<file path="config.mk">
export PLATFORM = sky130hd
export DESIGN_NAME = fisr_top
export DESIGN_NICKNAME = d
export VERILOG_FILES = /design/src/logic/fisr_pkg.sv /design/src/logic/fisr_evt_if.sv /design/src/logic/fisr_edge.sv /design/src/logic/fisr_stat_reg.sv /design/src/logic/fisr_top.sv
export VERILOG_INCLUDE_DIRS = /design/src /design/src/logic
export SDC_FILE = /design/constraint.sdc
export NUM_CORES = 1
export LEC_CHECK = 0
export ABC_AREA = 1
export BUFFER_PORTS_ARGS = -buffer_cell sky130_fd_sc_hd__buf_2
export CAP_MARGIN = 10
export CORE_MARGIN = 5
export CORE_UTILIZATION = 27
export DETAILED_ROUTE_END_ITERATION = 12
export GPL_ROUTABILITY_DRIVEN = 0
export PLACE_DENSITY_LB_ADDON = 0.15
export SLEW_MARGIN = 20
export SYNTH_ARGS = -nofsm -noshare
export SYNTH_HDL_FRONTEND = slang
export SYNTH_SLANG_ARGS = --single-unit
</file>
<file path="constraint.sdc">
create_clock -name core_clk -period 2.02 [get_ports core_clk]
set_input_delay 0.202 -clock core_clk [delete_from_list [all_inputs] [get_ports core_clk]]
set_output_delay 0.202 -clock core_clk [all_outputs]
set_load 0.03 [all_outputs]
</file>
<file path="src/logic/fisr_params.svh">
`ifndef FISR_PARAMS_SVH
`define FISR_PARAMS_SVH

// Register indices, byte address is four times the index
`define FISR_IDX_HDLC1_TX 8'h69
`define FISR_IDX_ALARMS 8'h6a
`define FISR_IDX_TIMERS_SLIPS 8'h6b
`define FISR_IDX_HDLC2_TX_SLIP 8'h6c
`define FISR_IDX_SUMMARY 8'h6e
`define FISR_IDX_CFG 8'h60
`define FISR_IDX_MASK1 8'h61
`define FISR_IDX_MASK2 8'h62
`define FISR_IDX_MASK3 8'h63
`define FISR_IDX_MASK4 8'h64
`define FISR_IDX_ERRMASK 8'h65

// Config register fields
`define FISR_CFG_SHOWMASK 0
`define FISR_CFG_COS 1
`define FISR_CFG_PRBS 2
`define FISR_CFG_HDLC 3
`define FISR_CFG_SS7 4
`define FISR_CFG_F12 5
`define FISR_CFG_SSIG 6
`define FISR_CFG_SIM 7

`define FISR_CFG_RESET 8'h08
`define FISR_MASK_RESET 8'hff
`define FISR_ERRMASK_RESET 7'h00

// Status bit positions
`define FISR_B1_CASE 7
`define FISR_B1_OVF 6
`define FISR_B1_ALL_SENT 5
`define FISR_B1_UNDERRUN 4
`define FISR_B1_MF_BEGIN 3
`define FISR_B1_SU_OVER 2
`define FISR_B1_LINE_CHG 1
`define FISR_B1_POOL_RDY 0
`define FISR_B3_ERR_SEC 7
`define FISR_B3_ONE_SEC 6
`define FISR_B3_LOOP_CHG 2
`define FISR_B3_SLIP_NEG 1
`define FISR_B3_SLIP_POS 0

// Counts and times
`define FISR_POOL_BYTES 6'd32
`define FISR_F12_FRAMES 5'd24
`define FISR_SEC_TICKS 1544000
`define FISR_LLB_TIME_US 33160
`define FISR_CLK_MHZ 250
`define FISR_LLB_CYCLES (`FISR_LLB_TIME_US * `FISR_CLK_MHZ)

`endif

</file>
<file path="src/logic/fisr_pkg.sv">
package fisr_pkg;
  typedef logic [7:0] fisr_byte_t;
  typedef logic [6:0] fisr_err_src_t;
endpackage : fisr_pkg

</file>
<file path="src/logic/fisr_evt_if.sv">
interface fisr_evt_if;
  fisr_pkg::fisr_byte_t set;
  logic rd_clr;
  fisr_pkg::fisr_byte_t mask;
  logic vis;
  fisr_pkg::fisr_byte_t status;
  logic pending;
  modport stat (input set, input rd_clr, input mask, input vis, output status, output pending);
  modport ctl (output set, output rd_clr, output mask, output vis, input status, input pending);
endinterface : fisr_evt_if

</file>
<file path="src/logic/fisr_edge.sv">
module fisr_edge #(
  parameter int WIDTH = 1
) (
  input wire logic core_clk,
  input wire logic reset_n,
  input wire logic [WIDTH-1:0] lvl,
  output logic [WIDTH-1:0] rise,
  output logic [WIDTH-1:0] fall
);
  logic [WIDTH-1:0] prev_reg;

  always_ff @(posedge core_clk) begin
    if (!reset_n) begin
      prev_reg <= '0;
    end else begin
      prev_reg <= lvl;
    end
  end

  assign rise = lvl & ~prev_reg;
  assign fall = ~lvl & prev_reg;
endmodule : fisr_edge

</file>
<file path="src/logic/fisr_stat_reg.sv">
module fisr_stat_reg (
  input wire logic core_clk,
  input wire logic reset_n,
  fisr_evt_if.stat bus
);
  fisr_pkg::fisr_byte_t stat_reg;
  fisr_pkg::fisr_byte_t keep;

  // Masked events only recorded when visibility is on; set beats clear
  assign keep = bus.set & (~bus.mask | {8{bus.vis}});
  always_ff @(posedge core_clk) begin
    if (!reset_n) begin
      stat_reg <= 8'h00;
    end else begin
      stat_reg <= (bus.rd_clr ? 8'h00 : stat_reg) | keep;
    end
  end

  assign bus.status = stat_reg;
  assign bus.pending = |(stat_reg & ~bus.mask);
endmodule : fisr_stat_reg

</file>
<file path="src/logic/fisr_top.sv">
`include "fisr_params.svh"

// How it works
// - Reading a status register clears it
// - Masked events not signalled, recorded only with show-mask on
// - Pool full after 32 bytes of open frame
// - Robbed-bit empty per multiframe (every 24 frames in F12), unless serial signaling
// - Overflow flagged when byte lost
// - All sent in HDLC mode only
// - Underrun aborts, holds transmitter until read
// - Flag each transmit multiframe start
// - SS7 error threshold, reissued until valid frame
// - Line open rise or short change
// - Pool ready when 32 bytes writable
// - Alignment regained on fall or sim end
// - Alignment lost on sync loss or sim
// - Multiframe edges in F12 format, sim both
// - Blue/red on rise, any change with option
// - Remote alarm rise, clear, sim end clear
// - Errored second from masked error sources
// - One-second tick from receive line clock
// - Loop code qualified 33.16 ms, enter/leave
// - PRBS sync change when monitor selected
// - Receive slips flagged, sim sets both
// - Transmit slips flagged
// - Summary bit per pending status register
module fisr_top #(
  parameter int ADDR_W = 12,
  parameter int SEC_TICKS = `FISR_SEC_TICKS,
  parameter int LLB_CYCLES = `FISR_LLB_CYCLES
) (
  input wire logic core_clk,
  input wire logic reset_n,
  input wire logic hsel,
  input wire logic [ADDR_W-1:0] haddr,
  input wire logic [1:0] htrans,
  input wire logic hwrite,
  input wire logic [2:0] hsize,
  input wire logic [31:0] hwdata,
  input wire logic hready,
  output logic hreadyout,
  output logic hresp,
  output logic [31:0] hrdata,
  input wire logic tx_frame_start,
  input wire logic tx_multiframe_start,
  input wire logic rx1_byte_in,
  input wire logic rx1_fifo_full,
  input wire logic tx1_last_bit_sent,
  input wire logic tx1_fifo_empty,
  input wire logic tx1_fifo_dry,
  input wire logic tx1_message_end_cmd,
  input wire logic su_err_exceed,
  input wire logic su_err_invalid_cause,
  input wire logic rx1_frame_end,
  input wire logic rx1_frame_valid,
  input wire logic tx_line_open,
  input wire logic tx_line_short,
  input wire logic tx1_pool_space,
  input wire logic align_loss_status,
  input wire logic mf_align_loss_status,
  input wire logic blue_alarm_status,
  input wire logic red_alarm_status,
  input wire logic remote_alarm_status,
  input wire logic rx_line_tick,
  input wire fisr_pkg::fisr_err_src_t err_src,
  input wire logic llb_code_raw,
  input wire logic prbs_sync,
  input wire logic rx_slip_neg_evt,
  input wire logic rx_slip_pos_evt,
  input wire logic tx_slip_pos_evt,
  input wire logic tx_slip_neg_evt,
  input wire logic rx2_msg_end,
  input wire logic rx2_frame_start,
  input wire logic rx2_byte_in,
  input wire logic rx2_fifo_full,
  input wire logic rx2_frame_end,
  input wire logic tx2_last_bit_sent,
  input wire logic tx2_fifo_empty,
  input wire logic tx2_fifo_dry,
  input wire logic tx2_message_end_cmd,
  output logic tx1_hold,
  output logic tx2_hold,
  output logic tx1_abort,
  output logic tx2_abort,
  output logic [3:0] global_irq_summary,
  output logic irq_pin
);
  fisr_evt_if isr_if[4] ();
  fisr_pkg::fisr_byte_t cfg_reg;
  fisr_pkg::fisr_byte_t mask_reg[4];
  fisr_pkg::fisr_err_src_t err_mask_reg;
  fisr_pkg::fisr_byte_t rdata_reg;
  logic wr_pend_reg;
  logic [7:0] wr_idx_reg;
  logic acc;
  logic rd;
  logic [7:0] idx;
  logic [3:0] rd_isr;
  logic [4:0] frame_cnt_reg;
  logic [5:0] rx2_cnt_reg;
  logic su_over_rep_reg;
  logic [31:0] tick_cnt_reg;
  logic [31:0] llb_cnt_reg;
  logic llb_state_reg;
  logic err_seen_reg;
  logic tx1_hold_reg;
  logic tx2_hold_reg;
  logic tx1_abort_reg;
  logic tx2_abort_reg;
  logic [10:0] lvl;
  logic [10:0] rise;
  logic [10:0] fall;
  logic sim;
  logic sim_end;
  logic cos_irq;
  logic case_evt;
  logic xdu1_evt;
  logic xdu2_evt;
  logic su_over_evt;
  logic second_evt;
  logic rpf2_evt;
  logic llb_change;

  // Bus slave, zero wait state, always OKAY
  assign acc = hsel & htrans[1] & hready;
  assign rd = acc & ~hwrite;
  assign idx = haddr[9:2];
  assign hreadyout = 1'b1;
  assign hresp = 1'b0;
  assign hrdata = {24'h000000, rdata_reg};

  always_ff @(posedge core_clk) begin
    if (!reset_n) begin
      wr_pend_reg <= 1'b0;
      wr_idx_reg <= 8'h00;
    end else begin
      wr_pend_reg <= acc & hwrite;
      wr_idx_reg <= idx;
    end
  end

  always_ff @(posedge core_clk) begin
    if (!reset_n) begin
      cfg_reg <= `FISR_CFG_RESET;
      err_mask_reg <= `FISR_ERRMASK_RESET;
      for (int i = 0; i < 4; i++) begin
        mask_reg[i] <= `FISR_MASK_RESET;
      end
    end else if (wr_pend_reg) begin
      case (wr_idx_reg)
        `FISR_IDX_CFG: cfg_reg <= hwdata[7:0];
        `FISR_IDX_ERRMASK: err_mask_reg <= hwdata[6:0];
        `FISR_IDX_MASK1: mask_reg[0] <= hwdata[7:0];
        `FISR_IDX_MASK2: mask_reg[1] <= hwdata[7:0];
        `FISR_IDX_MASK3: mask_reg[2] <= hwdata[7:0];
        `FISR_IDX_MASK4: mask_reg[3] <= hwdata[7:0];
        default: cfg_reg <= cfg_reg;
      endcase
    end
  end

  // Read data latched at the address phase edge
  always_ff @(posedge core_clk) begin
    if (!reset_n) begin
      rdata_reg <= 8'h00;
    end else if (rd) begin
      case (idx)
        `FISR_IDX_HDLC1_TX: rdata_reg <= isr_if[0].status;
        `FISR_IDX_ALARMS: rdata_reg <= isr_if[1].status;
        `FISR_IDX_TIMERS_SLIPS: rdata_reg <= isr_if[2].status;
        `FISR_IDX_HDLC2_TX_SLIP: rdata_reg <= isr_if[3].status;
        `FISR_IDX_SUMMARY: rdata_reg <= {4'h0, global_irq_summary};
        `FISR_IDX_CFG: rdata_reg <= cfg_reg;
        `FISR_IDX_ERRMASK: rdata_reg <= {1'b0, err_mask_reg};
        `FISR_IDX_MASK1: rdata_reg <= mask_reg[0];
        `FISR_IDX_MASK2: rdata_reg <= mask_reg[1];
        `FISR_IDX_MASK3: rdata_reg <= mask_reg[2];
        `FISR_IDX_MASK4: rdata_reg <= mask_reg[3];
        default: rdata_reg <= 8'h00;
      endcase
    end
  end

  assign rd_isr[0] = rd & (idx == `FISR_IDX_HDLC1_TX);
  assign rd_isr[1] = rd & (idx == `FISR_IDX_ALARMS);
  assign rd_isr[2] = rd & (idx == `FISR_IDX_TIMERS_SLIPS);
  assign rd_isr[3] = rd & (idx == `FISR_IDX_HDLC2_TX_SLIP);

  for (genvar g = 0; g < 4; g++) begin : g_isr
    assign isr_if[g].rd_clr = rd_isr[g];
    assign isr_if[g].mask = mask_reg[g];
    assign isr_if[g].vis = cfg_reg[`FISR_CFG_SHOWMASK];
    assign global_irq_summary[g] = isr_if[g].pending;
    fisr_stat_reg u_stat (
      .core_clk(core_clk),
      .reset_n(reset_n),
      .bus(isr_if[g])
    );
  end

  assign irq_pin = |global_irq_summary;

  // Edge detection of status levels
  assign lvl = {tx1_pool_space, prbs_sync, llb_state_reg, sim, remote_alarm_status, red_alarm_status,
                blue_alarm_status, mf_align_loss_status, align_loss_status, tx_line_short, tx_line_open};
  fisr_edge #(.WIDTH(11)) u_edge (
    .core_clk(core_clk),
    .reset_n(reset_n),
    .lvl(lvl),
    .rise(rise),
    .fall(fall)
  );

  assign sim = cfg_reg[`FISR_CFG_SIM];
  assign sim_end = fall[7];
  assign cos_irq = cfg_reg[`FISR_CFG_COS];

  // Transmit frame count for F12 robbed-bit reload
  always_ff @(posedge core_clk) begin
    if (!reset_n) begin
      frame_cnt_reg <= 5'd0;
    end else if (tx_frame_start) begin
      frame_cnt_reg <= (frame_cnt_reg == `FISR_F12_FRAMES - 5'd1) ? 5'd0 : frame_cnt_reg + 5'd1;
    end
  end
  assign case_evt = ~cfg_reg[`FISR_CFG_SSIG] & (cfg_reg[`FISR_CFG_F12] ?
                    (tx_frame_start & (frame_cnt_reg == `FISR_F12_FRAMES - 5'd1)) : tx_multiframe_start);

  // Underrun aborts and holds until status read
  assign xdu1_evt = tx1_fifo_dry & ~tx1_message_end_cmd;
  assign xdu2_evt = tx2_fifo_dry & ~tx2_message_end_cmd;
  always_ff @(posedge core_clk) begin
    if (!reset_n) begin
      tx1_hold_reg <= 1'b0;
      tx2_hold_reg <= 1'b0;
      tx1_abort_reg <= 1'b0;
      tx2_abort_reg <= 1'b0;
    end else begin
      tx1_hold_reg <= xdu1_evt | (tx1_hold_reg & ~rd_isr[0]);
      tx2_hold_reg <= xdu2_evt | (tx2_hold_reg & ~rd_isr[3]);
      tx1_abort_reg <= xdu1_evt;
      tx2_abort_reg <= xdu2_evt;
    end
  end
  assign tx1_hold = tx1_hold_reg;
  assign tx2_hold = tx2_hold_reg;
  assign tx1_abort = tx1_abort_reg;
  assign tx2_abort = tx2_abort_reg;

  // SS7 threshold, repeated on invalid frames until a valid one
  always_ff @(posedge core_clk) begin
    if (!reset_n) begin
      su_over_rep_reg <= 1'b0;
    end else if (rx1_frame_end & rx1_frame_valid) begin
      su_over_rep_reg <= 1'b0;
    end else if (su_err_exceed & su_err_invalid_cause & cfg_reg[`FISR_CFG_SS7]) begin
      su_over_rep_reg <= 1'b1;
    end
  end
  assign su_over_evt = cfg_reg[`FISR_CFG_SS7] &
                       (su_err_exceed | (su_over_rep_reg & rx1_frame_end & ~rx1_frame_valid));

  // Channel 2 receive pool count
  always_ff @(posedge core_clk) begin
    if (!reset_n) begin
      rx2_cnt_reg <= 6'd0;
    end else if (rx2_frame_end) begin
      rx2_cnt_reg <= 6'd0;
    end else if (rx2_byte_in & ~rx2_fifo_full) begin
      rx2_cnt_reg <= rpf2_evt ? 6'd0 : rx2_cnt_reg + 6'd1;
    end
  end
  assign rpf2_evt = rx2_byte_in & ~rx2_fifo_full & ~rx2_frame_end &
                    (rx2_cnt_reg == `FISR_POOL_BYTES - 6'd1);

  // One-second timer and errored second
  always_ff @(posedge core_clk) begin
    if (!reset_n) begin
      tick_cnt_reg <= 32'd0;
    end else if (rx_line_tick) begin
      tick_cnt_reg <= second_evt ? 32'd0 : tick_cnt_reg + 32'd1;
    end
  end
  assign second_evt = rx_line_tick & (tick_cnt_reg == 32'(SEC_TICKS - 1));

  always_ff @(posedge core_clk) begin
    if (!reset_n) begin
      err_seen_reg <= 1'b0;
    end else begin
      err_seen_reg <= second_evt ? 1'b0 : (err_seen_reg | (|(err_src & err_mask_reg)));
    end
  end

  // Loop code qualification
  always_ff @(posedge core_clk) begin
    if (!reset_n) begin
      llb_cnt_reg <= 32'd0;
      llb_state_reg <= 1'b0;
    end else if (!llb_code_raw) begin
      llb_cnt_reg <= 32'd0;
      llb_state_reg <= 1'b0;
    end else if (llb_cnt_reg == 32'(LLB_CYCLES - 1)) begin
      llb_state_reg <= 1'b1;
    end else begin
      llb_cnt_reg <= llb_cnt_reg + 32'd1;
    end
  end
  assign llb_change = cfg_reg[`FISR_CFG_PRBS] ? (rise[9] | fall[9]) : (rise[8] | fall[8]);

  assign isr_if[0].set = {case_evt,
                          rx1_byte_in & rx1_fifo_full,
                          cfg_reg[`FISR_CFG_HDLC] & tx1_last_bit_sent & tx1_fifo_empty,
                          xdu1_evt,
                          tx_multiframe_start,
                          su_over_evt,
                          rise[0] | rise[1] | fall[1],
                          rise[10]};
  assign isr_if[1].set = {fall[2] | (sim_end & ~align_loss_status),
                          rise[2] | sim,
                          (cfg_reg[`FISR_CFG_F12] & fall[3]) | sim,
                          (cfg_reg[`FISR_CFG_F12] & rise[3]) | sim,
                          rise[4] | (cos_irq & fall[4]) | sim,
                          rise[5] | (cos_irq & fall[5]) | sim,
                          fall[6] | (sim_end & ~remote_alarm_status),
                          rise[6] | sim};
  assign isr_if[2].set = {second_evt & (err_seen_reg | (|(err_src & err_mask_reg))),
                          second_evt,
                          3'b000,
                          llb_change,
                          rx_slip_neg_evt | sim,
                          rx_slip_pos_evt | sim};
  assign isr_if[3].set = {tx_slip_pos_evt,
                          tx_slip_neg_evt,
                          rx2_msg_end,
                          rx2_frame_start,
                          rx2_byte_in & rx2_fifo_full,
                          cfg_reg[`FISR_CFG_HDLC] & tx2_last_bit_sent & tx2_fifo_empty,
                          xdu2_evt,
                          rpf2_evt};
endmodule : fisr_top
</file>
Yosys cells after proc, flatten, opt, wreduce, memory -nomap -nowiden
Memory sizes are Yosys's and may differ from the RTL's.
Cells that the tools add are included.
{ "totals": {"mem_count": 1, "elab_cells": 188, "input_bits": 97, "register_bits": 157, "output_inout_bits": 43, "mem_bits_rw": 32} }
{ "memory_table": {"columns": ["memory", "depth", "width", "rd", "rd_ports_with_merged_regs", "wr", "line", "rtl"], "rows": [
  ["mask_reg", 4, 8, 4, 0, 4, "fisr_top.sv:90", "fisr_pkg::fisr_byte_t mask_reg[4];"]
]} }
{ "op_classes": {"bitwise_logic": 98, "n_mux": 31, "addsub": 4, "eq_ne": 21, "n_reduce_logical": 12} }
{ "op_table": {"columns": ["operator", "count"], "rows": [
  ["== test 8 x 7 -> 1 bit (second input constant)", 17],
  ["one-hot mux 8 bit (11 select lines)", 1],
  ["adder 32 x 1 -> 32 bit (second input constant)", 2],
  ["bitwise AND 8 bit", 8],
  ["two-way mux 8 bit", 8],
  ["bitwise OR 8 bit", 8],
  ["bitwise AND 1 bit", 37],
  ["== test 32 x 21 -> 1 bit (second input constant)", 1],
  ["== test 32 x 23 -> 1 bit (second input constant)", 1],
  ["two-way mux 32 bit", 1],
  ["NOT 8 bit", 4],
  ["OR reduction 32 bit", 1],
  ["OR reduction 8 bit", 4],
  ["bitwise OR 1 bit", 24],
  ["two-way mux 1 bit", 19],
  ["NOT 1 bit", 12],
  ["bitwise AND 11 bit", 1],
  ["NOT 11 bit", 1],
  ["bitwise AND 10 bit", 1],
  ["NOT 10 bit", 1],
  ["bitwise AND 7 bit", 1],
  ["OR reduction 7 bit", 1],
  ["adder 6 x 1 -> 6 bit (second input constant)", 1],
  ["== test 6 x 5 -> 1 bit (second input constant)", 1],
  ["6 further kinds", 10]
]} }

Depth between registers and ports, before layout
Gate-level depths: netlist (run 1).
{ "logic_depth": {"depth_word": 7, "ltp_mapped": 11, "mapped_depth_nobuf": 11} }

Cells and area by module
From an unflattened synthesis (run 1), not the netlist that was laid out.
{ "unflattened": {"hier_cells": 1434, "area_unflattened_um2": 9721.8} }
{ "by_module_without_submodules": {"columns": ["mod", "seq_area_each_um2", "area_each_um2", "cells_per_inst", "instances"], "rows": [
  ["fisr_top", 3243.1, 7691.1, 1092, 1],
  ["fisr_stat_reg", 160.2, 387.9, 66, 4],
  ["fisr_edge", 220.2, 479.2, 78, 1]
]} }

Worst setup path before layout (run 1)
Ideal clock, no wire load.
{ "synth_path": {"path_type": "reg2reg", "start": "register tick_cnt_reg[0]", "end": "register tick_cnt_reg[18]", "slack_ns": 0.451, "synth_period_minus_slack_ns": 1.569, "path_buffers": 1, "stages_incl_launch_ff": 12, "t_arrival_ns": 1.451, "setup_ns": 0.118, "t_required_ns": 1.902, "cell_sequence": "dfxtp_1 ha_1 nand2_1 inv_1 nand2_2 nor3_2 nand3_1 nor2_1 nor2_1 buf_4 nand2_1 nor2_1"} }
{ "synth_between": {"elab_chain_len": 3, "elab_cells_between_ends": 4, "classes_between": "add/sub: 1; eq/ne: 1; mux: 1; bitwise: 1"} }
{ "synth_lines": {"columns": ["element", "line", "rtl"], "rows": [
  ["start: declaration", "fisr_top.sv:102", "logic [31:0] tick_cnt_reg;"],
  ["start signal: assignment", "fisr_top.sv:281", "tick_cnt_reg <= second_evt ? 32'd0 : tick_cnt_reg + 32'd1;"],
  ["parallel branches: the longest is 2 deep, another holds adder 32 x 1 -> 32 bit", null, null],
  ["two-way mux 32 bit *", "fisr_top.sv:281", null]
]} }
Mark *: on every way between the ends.
A chain may end at the register's enable or synchronous reset.

==> out/metrics.sh, run 1 <==
IR_DROP_mV=0.628
END_KIND='primary output'
SEQ_AREA_FRAC_SYNTH_PCT=43.1
GRT_FIRST_PASS_WIRELENGTH_UM=46800
DRIVE_GT1_SHARE_PCT=12.9
FIRST_ITER_VIOLATIONS=466
CRITICAL-PATH-TOP-CELL-BY-COUNT='nand2_1'
N_ANTENNA_CELL=0
FINAL.PERIOD_UTILIZATION_PCT=96.8
SYNTH.TOP_CELLS.BY_COUNT='321 x nand2_1, 185 x inv_1, 165 x nor2_1, 154 x dfxtp_1, 97 x nand3_1'
ROUTED-VIA-COUNT=8614
DPL.HPWL_UM=22800
WORST_SETUP_PATH_STARTPOINT='mask_reg[0][2]'
POST-ROUTE-DRC-COUNT=0
POSTSYNTHAREAPERCELL_UM2=7.01
CTS.HTREE.LEVELS=4
REPORT.FINAL.SLEW_VIOL_COUNT=0
HOLD_VIOL_FINAL=0
LARGEST_NET_DEGREE_AT_THE_START_OF_GLOBAL_ROUTING=52
DRTANTENNAVIOLNETS=0
SYNTH.TOP_CELL.AREA_SHARE_PCT=32.9
HOLDCRITPATHCLASS='in -> reg'
DETAIL_ROUTE.WIRELENGTH_UM=29800
SYNTH_ENABLE_FLOP_CELLS=32
FIN_NETS=1564
CLK_PATH_BUF_DEPTH=2
MAXCAPVIOLATIONS=0
POST-ROUTE-MIN-PERIOD_NS=1.96
NETLIST.TOP_CELL.BY_AREA='dfxtp_1'
CRIT_PATH_MAX_INCR_DELAY_NS=0.43
ROUTEDWLPERCELL_UM=15.4
SYNTH.AREA.TOP_CELLS='dfxtp_1 33%, nand2_1 13%, edfxtp_1 10%'
FLOORPLAN.IO_PINS=140
SYNTHMOSTINSTANTIATEDCELL='nand2_1'
PATH_CLASS='reg -> out'
TOTAL_DIE_AREA_UM2=38500
WORST_PIN_SLEW_NS=0.661
SYNTHESIS.INSTANCES=1338
ANTENNA_FOUND_INITIAL=0
FMAX_MHz=511
LAYOUT_STAGE_AREA_GROWTH_OVER_THE_SYNTHESIS_RESULT_PCT=20.4
GRT_USE_TOTAL_PCT=15.4
SYNTHESIS.AREA_UM2=9370
TIMING.SETUP.TNS_NS=0
WORSTSETUPSTARTPOINTTYPE='flip-flop'
FIRSTDRTPASSITERS=5
WIDTH_OF_THE_CHIP_UM=196
TIMING.CRITICAL_PATH.ARRIVAL_NS=1.75
FRACTION_OF_SYNTHESIS_FLOPS_USING_AN_ASYNCHRONOUS_SET_OR_RESET_PIN_PCT=0
DIE_H_UM=196
CELL_WITH_THE_BIGGEST_INDIVIDUAL_DELAY_ON_THE_CRITICAL_PATH='edfxtp_1'
WORSTPATHCELLLIST='inv_1 -> nand2_1 -> nand2_1 -> nor2_1 -> nand2_1 -> nor2_2 -> nand4_1 -> buf_6'
PLACEMENT_ROWS=68
LAUNCH_INSTANCE_OF_THE_WORST_MIN_DELAY_PATH='tx_slip_pos_evt'
PORT-BUFFER-COUNT=81
NUMCLOCKSINKS=186
NETLIST-CELL-TYPE-COUNT=48
CRITPATHREQUIREDTIME_NS=1.82
SETUP_REPAIR_AFTER_GLOBAL_ROUTING_MISSED_ITS_MARGIN='no'
CRITICAL_PATH.REG2REG.STARTPOINT='llb_cnt_reg[0]'
CLOCK_LATENCY_NS=0.45
POWER_LEAKAGE_uW=0.00466
POWER_DENSITY_nW_PER_UM2=697
CLOCK-ROOT-BUFFER='clkbuf_16'
CTS_BUF_COUNT=17
CTS_TREE='yes'
GRT_PASS1_VIAS=8376
CLK_PIN_SLEW_WORST_PATHS_NS=0.08
YOSYS_REGISTER_BITS=186
RELSLEWSLACK_PCT=55.5
YOSYSWARNINGS=0
FINAL_SETUP_VIO_COUNT=0
LAYOUT.CORE_UTILIZATION_PCT=32.8
COREAREA_UM2=34400
MOST_FREQUENTLY_USED_FLOP_MASTER_AFTER_SYNTHESIS='dfxtp_1'
DETAIL_ROUTE.VIAS_PER_CELL=4.46
FINALCLOCKSKEW_NS=0.0142
START_UTIL_PCT=27.3
RESULT_OF_THE_RUN='completed'
GRT_REMAINING_OVERFLOW=0
CRITICAL_PATH_PEAK_FANOUT=3
cells by family after synthesis:
kind of cell | count (synthesis) | share of synthesized area, %
adders and majority gates | 4 | 0.534
and+or+nand+nor | 690 | 32.0
xor gates and xnor gates | 25 | 2.34
DFF | 186 | 43.1
AOI/OAI and AO/OA | 182 | 10.4
buffers and inverters | 249 | 11.5
other | 2 | 0.0801
final cells by class:
| type | count | area [µm²] |
|---|---|---|
| Clock buffer | 17 | 425 |
| Clock inverter | 15 | 181 |
| Fill cell | 3774 | 23100 |
| Inverter | 190 | 718 |
| Multi-Input combinational cell | 927 | 4390 |
| Sequential cell | 186 | 4040 |
| Tap cell | 455 | 569 |
| Timing Repair Buffer | 141 | 955 |
critical path, delay by kind of cell (launching register included):
family | cells | cell delay, ns
AND/OR/NAND/NOR | 6 | 0.60
flip-flops | 1 | 0.43
buffers and inverters | 2 | 0.27
through the flow:
stage / worst slack (ns) / cell area, µm² / power (µW) / hold slack (ns) / instances
2_1_floorplan: 0.451 / 9460 / 4240 / 0.295 / 1362
3_3_place_gp: 0.00733 / 10400 / 4410 / 0.409 / 1876
3_5_place_dp: 0.0354 / 10400 / 4410 / 0.405 / 1876
4_1_cts: 0.0183 / 11200 / 7980 / 0.00113 / 1926
5_1_grt: 0.00185 / 11300 / 8180 / 0.0240 / 1931
6_report: 0.0640 / 11300 / 7860 / 0.0275 / 1931
power breakdown:
group	leakage, µW	switching (µW)	internal [µW]
logic	0.00287	340	162
registers	0.00149	32.0	3810
clock network	0.000292	1730	1780
total	0.00466	2100	5760
layer usage:
metal	share of wire (%)	track usage, %	vias to the layer above
met1	49	21.4	3890
met4	2.3	4.84	0
met5	0	0	-
met2	45	24.8	184
li1	-	-	4509
met3	3.9	2.38	31
what timing repair did:
action | 4_1_cts | 5_1_grt
gates cloned | 0 | 0
resized for setup | 1 | 11
hold endpoints to repair | 16 | 0
hold buffers | 17 | 0
pin swaps | 0 | 4
setup endpoints to repair | 1 | 16
setup buffers | 1 | 5
worst paths after layout:
path,endpoint,slack (ns),cells past startpoint
max,irq_pin,0.06,8
min,g_isr[3].u_stat.bus.status[7],0.03,3
max reg2reg,llb_cnt_reg[26],0.20,10
min reg2reg,u_edge.prev_reg[8],0.45,2
cells in the final DEF (no fill, tap or decap), types with 11 or more instances in the layout:
| cell | n |
|---|---|
| inv_1 | 183 |
| xor2_1 | 14 |
| buf_2 | 80 |
| nand3_1 | 97 |
| nand4_1 | 28 |
| xnor2_1 | 11 |
| nand2_1 | 320 |
| conb_1 | 26 |
| buf_4 | 39 |
| clkbuf_16 | 17 |
| dfxtp_1 | 154 |
| nor3_1 | 37 |
| dlygate4sd3_1 | 17 |
| o21ai_0 | 69 |
| edfxtp_1 | 32 |
| nor2_1 | 162 |
| a21oi_1 | 89 |
Note: power is estimated with default switching activity, not from simulation.
==> run 2: changes to the inputs <==
--- a/config.mk
+++ b/config.mk
@@ -6,11 +6,11 @@
 export SDC_FILE = /design/constraint.sdc
 export NUM_CORES = 1
 export LEC_CHECK = 0
-export ABC_AREA = 1
 export BUFFER_PORTS_ARGS = -buffer_cell sky130_fd_sc_hd__buf_2
 export CAP_MARGIN = 10
+export CORE_ASPECT_RATIO = 2
 export CORE_MARGIN = 5
-export CORE_UTILIZATION = 27
+export CORE_UTILIZATION = 40
 export DETAILED_ROUTE_END_ITERATION = 12
 export GPL_ROUTABILITY_DRIVEN = 0
 export PLACE_DENSITY_LB_ADDON = 0.15
==> run 2 against run 1 <==
Synthesized cell count shrank 26%. The run now ends with setup timing left. Cell count shrank 25%. Count of clock-buffer cells in the layout up 1. Clock power grew 1%. Via count down 12%. Sequential power is essentially flat.
==> out/metrics.sh, run 2 <==
DRIVE_GT1_SHARE_PCT=22.5
TOTAL_DIE_AREA_UM2=25400
SETUP_REPAIR_AFTER_GLOBAL_ROUTING_MISSED_ITS_MARGIN='yes'
FIN_NETS=1259
YOSYS_REGISTER_BITS=186
CTS_TREE='yes'
FINAL.PERIOD_UTILIZATION_PCT=119
GRT_REMAINING_OVERFLOW=0
CTS_BUF_COUNT=17
SEQ_AREA_FRAC_SYNTH_PCT=45.7
RESULT_OF_THE_RUN='finished, violations left'
FINAL_SETUP_VIO_COUNT=2
WIDTH_OF_THE_CHIP_UM=115
SYNTH.TOP_CELL.AREA_SHARE_PCT=34.9
FIRSTDRTPASSITERS=5
POST-ROUTE-MIN-PERIOD_NS=2.40
CLK_PATH_BUF_DEPTH=2
CLK_PIN_SLEW_WORST_PATHS_NS=0.07
WORSTPATHCELLLIST='inv_1 -> a222oi_1 -> o221ai_1 -> or4_4 -> buf_6'
POSTSYNTHAREAPERCELL_UM2=8.89
CTS.HTREE.LEVELS=4
WORST_PIN_SLEW_NS=0.511
SYNTHMOSTINSTANTIATEDCELL='dfxtp_1'
PLACEMENT_ROWS=77
FINALCLOCKSKEW_NS=0.00899
CRIT_PATH_MAX_INCR_DELAY_NS=0.53
CLOCK_LATENCY_NS=0.44
TIMING.CRITICAL_PATH.ARRIVAL_NS=2.20
PWR-SHARE-CLK_PCT=44.7
GRT_PASS1_VIAS=7500
END_KIND='primary output'
HOLD_DEPTH=3
ANTENNA_FOUND_INITIAL=0
MOST_FREQUENTLY_USED_FLOP_MASTER_AFTER_SYNTHESIS='dfxtp_1'
NUMCLOCKSINKS=186
DIE_H_UM=220
DETAILEDPLACE.WORSTSLACK_NS=-0.102
ROUTED-VIA-COUNT=7594
COMBPWRFRAC_PCT=6.9
LARGEST_NET_DEGREE_AT_THE_START_OF_GLOBAL_ROUTING=34
DETAIL_ROUTE.VIAS_PER_CELL=5.25
CELL_WITH_THE_BIGGEST_INDIVIDUAL_DELAY_ON_THE_CRITICAL_PATH='or4_4'
TIMING.REG2REG.WORST_PATH_DEPTH=6
WHS_NS=0.0338
POWER_DENSITY_nW_PER_UM2=730
SYNTH_ENABLE_FLOP_CELLS=32
SYNTHESIS.INSTANCES=995
FIRST_ITER_VIOLATIONS=404
PATH_CLASS='reg -> out'
CRITICAL_PATH_PEAK_FANOUT=2
WORSTSETUPSTARTPOINTTYPE='flip-flop'
SYNTHESIS.AREA_UM2=8850
GRT_FIRST_PASS_WIRELENGTH_UM=40900
POWER.SEQUENTIAL.FRACTION_PCT=48.3
FLOORPLAN.IO_PINS=140
COREAREA_UM2=22000
SYNTH.TOP_CELLS.BY_COUNT='154 x dfxtp_1, 129 x nor2_1, 68 x nand2_1, 56 x a21oi_1, 51 x inv_1'
YOSYSWARNINGS=0
CRITPATHREQUIREDTIME_NS=1.82
DRTANTENNAVIOLNETS=0
N_ANTENNA_CELL=0
MOSTFREQUENTLAYOUTCELLS='150 x dfxtp_1, 129 x nor2_1, 99 x buf_4'
ROUTEDWLPERCELL_UM=18.7
NETLIST.TOP_CELL.BY_AREA='dfxtp_1'
FMAX_MHz=416
PORT-BUFFER-COUNT=81
POWER.SWITCHING_uW=1860
WORST_SLACK_NS=-0.383
NET_SWITCHING_FRACTION_OF_THE_POWER_PCT=23.4
GRT_USE_TOTAL_PCT=21.4
DPL.HPWL_UM=21000
FRACTION_OF_SYNTHESIS_FLOPS_USING_AN_ASYNCHRONOUS_SET_OR_RESET_PIN_PCT=0
FINAL_COMMON_CELL='dfxtp_1'
P_INT_uW=6090
SYNTH.AREA.TOP_CELLS='dfxtp_1 35%, edfxtp_1 11%, nor2_1 5.5%'
MAXCAPVIOLATIONS=0
POWER_LEAKAGE_uW=0.00413
DETAIL_ROUTE.WIRELENGTH_UM=27000
CLOCK-ROOT-BUFFER='clkbuf_16'
LAYOUT_STAGE_AREA_GROWTH_OVER_THE_SYNTHESIS_RESULT_PCT=23.1
HOLDCRITPATHCLASS='in -> reg'
REPORT.FINAL.SLEW_VIOL_COUNT=0
NETLIST-CELL-TYPE-COUNT=65
FAILED_CHECKS='setup timing'
RELSLEWSLACK_PCT=64.9
START_UTIL_PCT=40.3
HOLD_VIOL_FINAL=0
POST-ROUTE-DRC-COUNT=0
IR_DROP_mV=0.694
==> run 2: changes by cell type after synthesis, sizes merged, moves of 33 or more <==
cell	delta
nor2	-43
nand3	-57
nand2	-256
xnor2	+34
inv	-138
a21oi	-33
o21ai	-50
==> run 2: layout make-up <==
type,count,area (µm²)
Fill cell,2138,11100
Tap cell,276,345
Inverter,51,191
Timing Repair Buffer,197,1360
Clock buffer,18,429
Sequential cell,186,4050
Multi-Input combinational cell,705,4330
Clock inverter,14,195
==> run 2: final timing paths <==
kind,from,slack (ns),endpoint
max,mask_reg[2][6],-0.38,irq_pin
max reg2reg,llb_cnt_reg[17],0.09,llb_cnt_reg[1]
min reg2reg,rdata_reg[4],0.47,rdata_reg[4]
min,mf_align_loss_status,0.03,u_edge.prev_reg[3]
==> run 2: per-stage QoR <==
stage	TNS, ns	instance area [µm²]	total power (µW)	utilization (%)	cells
2_1_floorplan	0	8940	4250	-	1019
3_3_place_gp	-0.483	10000	4450	45.6	1396
3_5_place_dp	-0.390	10000	4460	45.6	1396
4_1_cts	-0.451	10800	8040	49.2	1444
5_1_grt	-0.626	10900	8230	49.6	1447
6_report	-0.410	10900	7950	49.6	1447
==> run 2: worst max-delay path, delay by kind of cell, from the launching register on <==
| kind | cells | cell delay [ns] |
|---|---|---|
| AO/OA/AOI/OAI | 2 | 0.68 |
| flip-flops | 1 | 0.35 |
| buffers and inverters | 2 | 0.19 |
| AND/OR/NAND/NOR | 1 | 0.53 |
==> run 2: routing by layer <==
metal,vias to the layer above,wire (µm),GRT usage [%]
li1,3742,-,-
met1,3617,9220,20.4
met2,170,15400,41.8
met3,65,979,3.89
met4,0,1380,11.5
met5,-,0,0
==> run 2: what timing repair did <==
item	in CTS	in global routing
cloned	0	0
hold endpoints to repair	14	0
hold buffers	15	0
setup buffers	3	3
endpoints found under the setup margin	3	45
resized for setup	7	15
pin swaps	4	3
==> run 2: kinds of logic (layout without fill, tap and decap cells) <==
logic type,Yosys count,count (layout),share of synthesized area [%]
compound gates,160,160,11.4
mux,36,36,4.36
fa+ha+maj,4,4,0.566
flops,186,186,45.7
xor+xnor,67,67,6.63
buf+inv,128,280,6.87
other cells,2,26,0.0849
simple gates,412,412,24.3
==> run 2: power by group through the flow <==
stage          logic, µW  clock network (µW)  registers [µW]
6_report             552                3560            3850
5_1_grt              593                3790            3850
3_5_place_dp         527                   0            3930
2_1_floorplan        318                   0            3930
3_3_place_gp         524                   0            3930
4_1_cts              553                3650            3840
==> run 3: changes to the inputs <==
--- a/config.mk
+++ b/config.mk
@@ -11,6 +11,7 @@
 export CORE_ASPECT_RATIO = 2
 export CORE_MARGIN = 5
 export CORE_UTILIZATION = 40
+export CTS_BUF_LIST = sky130_fd_sc_hd__clkbuf_4 sky130_fd_sc_hd__clkbuf_8 sky130_fd_sc_hd__clkbuf_16
 export DETAILED_ROUTE_END_ITERATION = 12
 export GPL_ROUTABILITY_DRIVEN = 0
 export PLACE_DENSITY_LB_ADDON = 0.15
==> run 3 against run 2 <==
The flow still finishes with violations (setup timing). Combinational power barely moved. Final area barely moved. Utilization barely moved. First-iteration DRC count rose by 1.5%. Total power rose by 0.20%. Largest cell class unchanged.
==> out/metrics.sh, run 3 (synthesis gave the netlist of run 2 again) <==
CTS.HTREE.LEVELS=4
NUMCLOCKSINKS=186
GRT_USE_TOTAL_PCT=21.4
HOLD_DEPTH=3
AREA.SEQUENTIAL_UM2=4050
POWER.SWITCHING_uW=1860
PORT-BUFFER-COUNT=81
CRIT_PATH_MAX_INCR_DELAY_NS=0.53
PWR-SHARE-CLK_PCT=44.8
REPORT.FINAL.SLEW_VIOL_COUNT=0
HOLD_WORST_PATH_END='u_edge.prev_reg[3]'
LARGEST_NET_DEGREE_AT_THE_START_OF_GLOBAL_ROUTING=34
FMAX_MHz=415
CLOCK_LATENCY_NS=0.44
TOTAL_DIE_AREA_UM2=25400
DETAIL_ROUTE.WIRELENGTH_UM=27000
POST-ROUTE-MIN-PERIOD_NS=2.41
CRITICAL_PATH_PEAK_FANOUT=2
LAYOUT_STAGE_AREA_GROWTH_OVER_THE_SYNTHESIS_RESULT_PCT=23.2
NET_SWITCHING_FRACTION_OF_THE_POWER_PCT=23.4
DIE_H_UM=220
POWER.SEQUENTIAL.FRACTION_PCT=48.3
TIMING.CRITICAL_PATH.ARRIVAL_NS=2.21
DRIVE_GT1_SHARE_PCT=22.5
TIMING.SETUP.TNS_NS=-0.428
PLACEMENT_ROWS=77
CRITICAL_PATH.REG2REG.STARTPOINT='tick_cnt_reg[4]'
WORST_SLACK_NS=-0.391
PATH_CLASS='reg -> out'
CRIT-REG2REG-CAPTURE='tick_cnt_reg[22]'
POWER_LEAKAGE_uW=0.00413
FLOORPLAN.IO_PINS=140
CTS_TREE='yes'
WIDTH_OF_THE_CHIP_UM=115
HOLD_VIOL_FINAL=0
GRT_FIRST_PASS_WIRELENGTH_UM=40900
WORSTSETUPSTARTPOINTTYPE='flip-flop'
DETAIL_ROUTE.VIAS_PER_CELL=5.24
CLOCK-ROOT-BUFFER='clkbuf_16'
START_UTIL_PCT=40.3
POWER_DENSITY_nW_PER_UM2=731
DRTANTENNAVIOLNETS=0
HOLDCRITPATHCLASS='in -> reg'
ROUTEDWLPERCELL_UM=18.7
ROUTED-VIA-COUNT=7585
ANTENNA_FOUND_INITIAL=0
RELSLEWSLACK_PCT=65.3
NUM-FILL-CELLS=2139
NUMPLACEDINSTANCES=1396
CLK_PATH_BUF_DEPTH=2
COMBPWRFRAC_PCT=6.9
FINAL_SETUP_VIO_COUNT=2
COREAREA_UM2=22000
SETUP_REPAIR_AFTER_GLOBAL_ROUTING_MISSED_ITS_MARGIN='yes'
FINALCLOCKSKEW_NS=0.00877
N_ANTENNA_CELL=0
POST-ROUTE-DRC-COUNT=0
FIN_NETS=1259
FINAL_COMMON_CELL='dfxtp_1'
DPL.HPWL_UM=21000
FAILED_CHECKS='setup timing'
MAXCAPVIOLATIONS=0
FINAL_CELLS=1447
CRITPATHREQUIREDTIME_NS=1.82
GRT_REMAINING_OVERFLOW=0
IR_DROP_mV=0.693
CTS_BUF_COUNT=17
CELL_WITH_THE_BIGGEST_INDIVIDUAL_DELAY_ON_THE_CRITICAL_PATH='or4_4'
FIRSTDRTPASSITERS=5
GRT_PASS1_VIAS=7500
P_INT_uW=6100
FOOTPRINT_OF_THE_MULTI_INPUT_GATES_UM2=4330
CLK_PIN_SLEW_WORST_PATHS_NS=0.07
END_KIND='primary output'
FIRST_ITER_VIOLATIONS=410
WORSTPATHCELLLIST='inv_1 -> a222oi_1 -> o221ai_1 -> or4_4 -> buf_6'
TIMING.REG2REG.WORST_PATH_DEPTH=6
WORST_PIN_SLEW_NS=0.507
RESULT_OF_THE_RUN='finished, violations left'
MOSTFREQUENTLAYOUTCELLS='150 x dfxtp_1, 129 x nor2_1, 99 x buf_4'
R2R_SETUP_SLACK_NS=0.10
LAUNCH_INSTANCE_OF_THE_WORST_MIN_DELAY_PATH='mf_align_loss_status'
FINAL.PERIOD_UTILIZATION_PCT=119
-- run 3: cell counts in the layout (fill, tap and decap cells not counted) --
No cell type changed its count.
-- run 3: final cells by class --
| class | count | share of cell area (%) |
|---|---|---|
| Multi-Input combinational cell | 705 | 39.7 |
| Sequential cell | 186 | 37.2 |
| Timing Repair Buffer | 197 | 12.4 |
| Clock buffer | 18 | 3.97 |
| Tap cell | 276 | 3.17 |
| Clock inverter | 14 | 1.79 |
| Inverter | 51 | 1.76 |
-- run 3: power groups by stage --
stage | logic [µW] | clock network [µW] | registers (µW)
floorplan | 318 | 0 | 3930
global placement | 524 | 0 | 3930
detailed placement | 527 | 0 | 3930
CTS | 553 | 3660 | 3840
global route | 593 | 3800 | 3850
finish | 552 | 3570 | 3850
-- run 3: worst max-delay path, delay by kind of cell, from the launching register on --
| kind | cells | cell delay [ns] |
|---|---|---|
| AOI/OAI and AO/OA | 2 | 0.70 |
| DFF | 1 | 0.35 |
| buffers and inverters | 2 | 0.19 |
| and+or+nand+nor | 1 | 0.53 |
-- run 3: stage by stage --
stage / util, % / worst slack, ns / hold WS [ns] / total power [µW] / instance area (µm²)
floorplan: - / 0.0854 / 0.298 / 4250 / 8940
global placement: 45.6 / -0.116 / 0.400 / 4450 / 10000
detailed placement: 45.6 / -0.102 / 0.408 / 4460 / 10000
CTS: 49.3 / -0.405 / 0.00510 / 8060 / 10800
global route: 49.6 / -0.495 / 0.0248 / 8240 / 10900
finish: 49.6 / -0.391 / 0.0327 / 7970 / 10900
-- run 3: worst max path at each step --
| stage | from | endpoint | slack (ns) |
|---|---|---|---|
| 2_1_floorplan | llb_cnt_reg[15] | llb_cnt_reg[1] | 0.09 |
| 3_3_place_gp | haddr[9] | tx1_hold | -0.12 |
| 3_5_place_dp | haddr[9] | tx1_hold | -0.10 |
| 4_1_cts | mask_reg[2][6] | irq_pin | -0.40 |
| 5_1_grt | mask_reg[2][6] | irq_pin | -0.50 |
| 6_report | mask_reg[2][6] | irq_pin | -0.39 |
-- run 3: layer usage --
layer  part of all wire (%)  global-route usage, %
met3                    3.7                   3.89
met4                    5.1                   11.5
met1                     34                   20.4
met2                     57                   41.8
met5                      0                      0
-- run 3: what timing repair did --
action | 4_1_cts | 5_1_grt
resized for setup | 7 | 15
hold buffers | 15 | 0
hold endpoints to repair | 14 | 0
pin swaps | 4 | 3
gates cloned | 0 | 0
buffers inserted | 3 | 3
setup endpoints to repair | 3 | 45
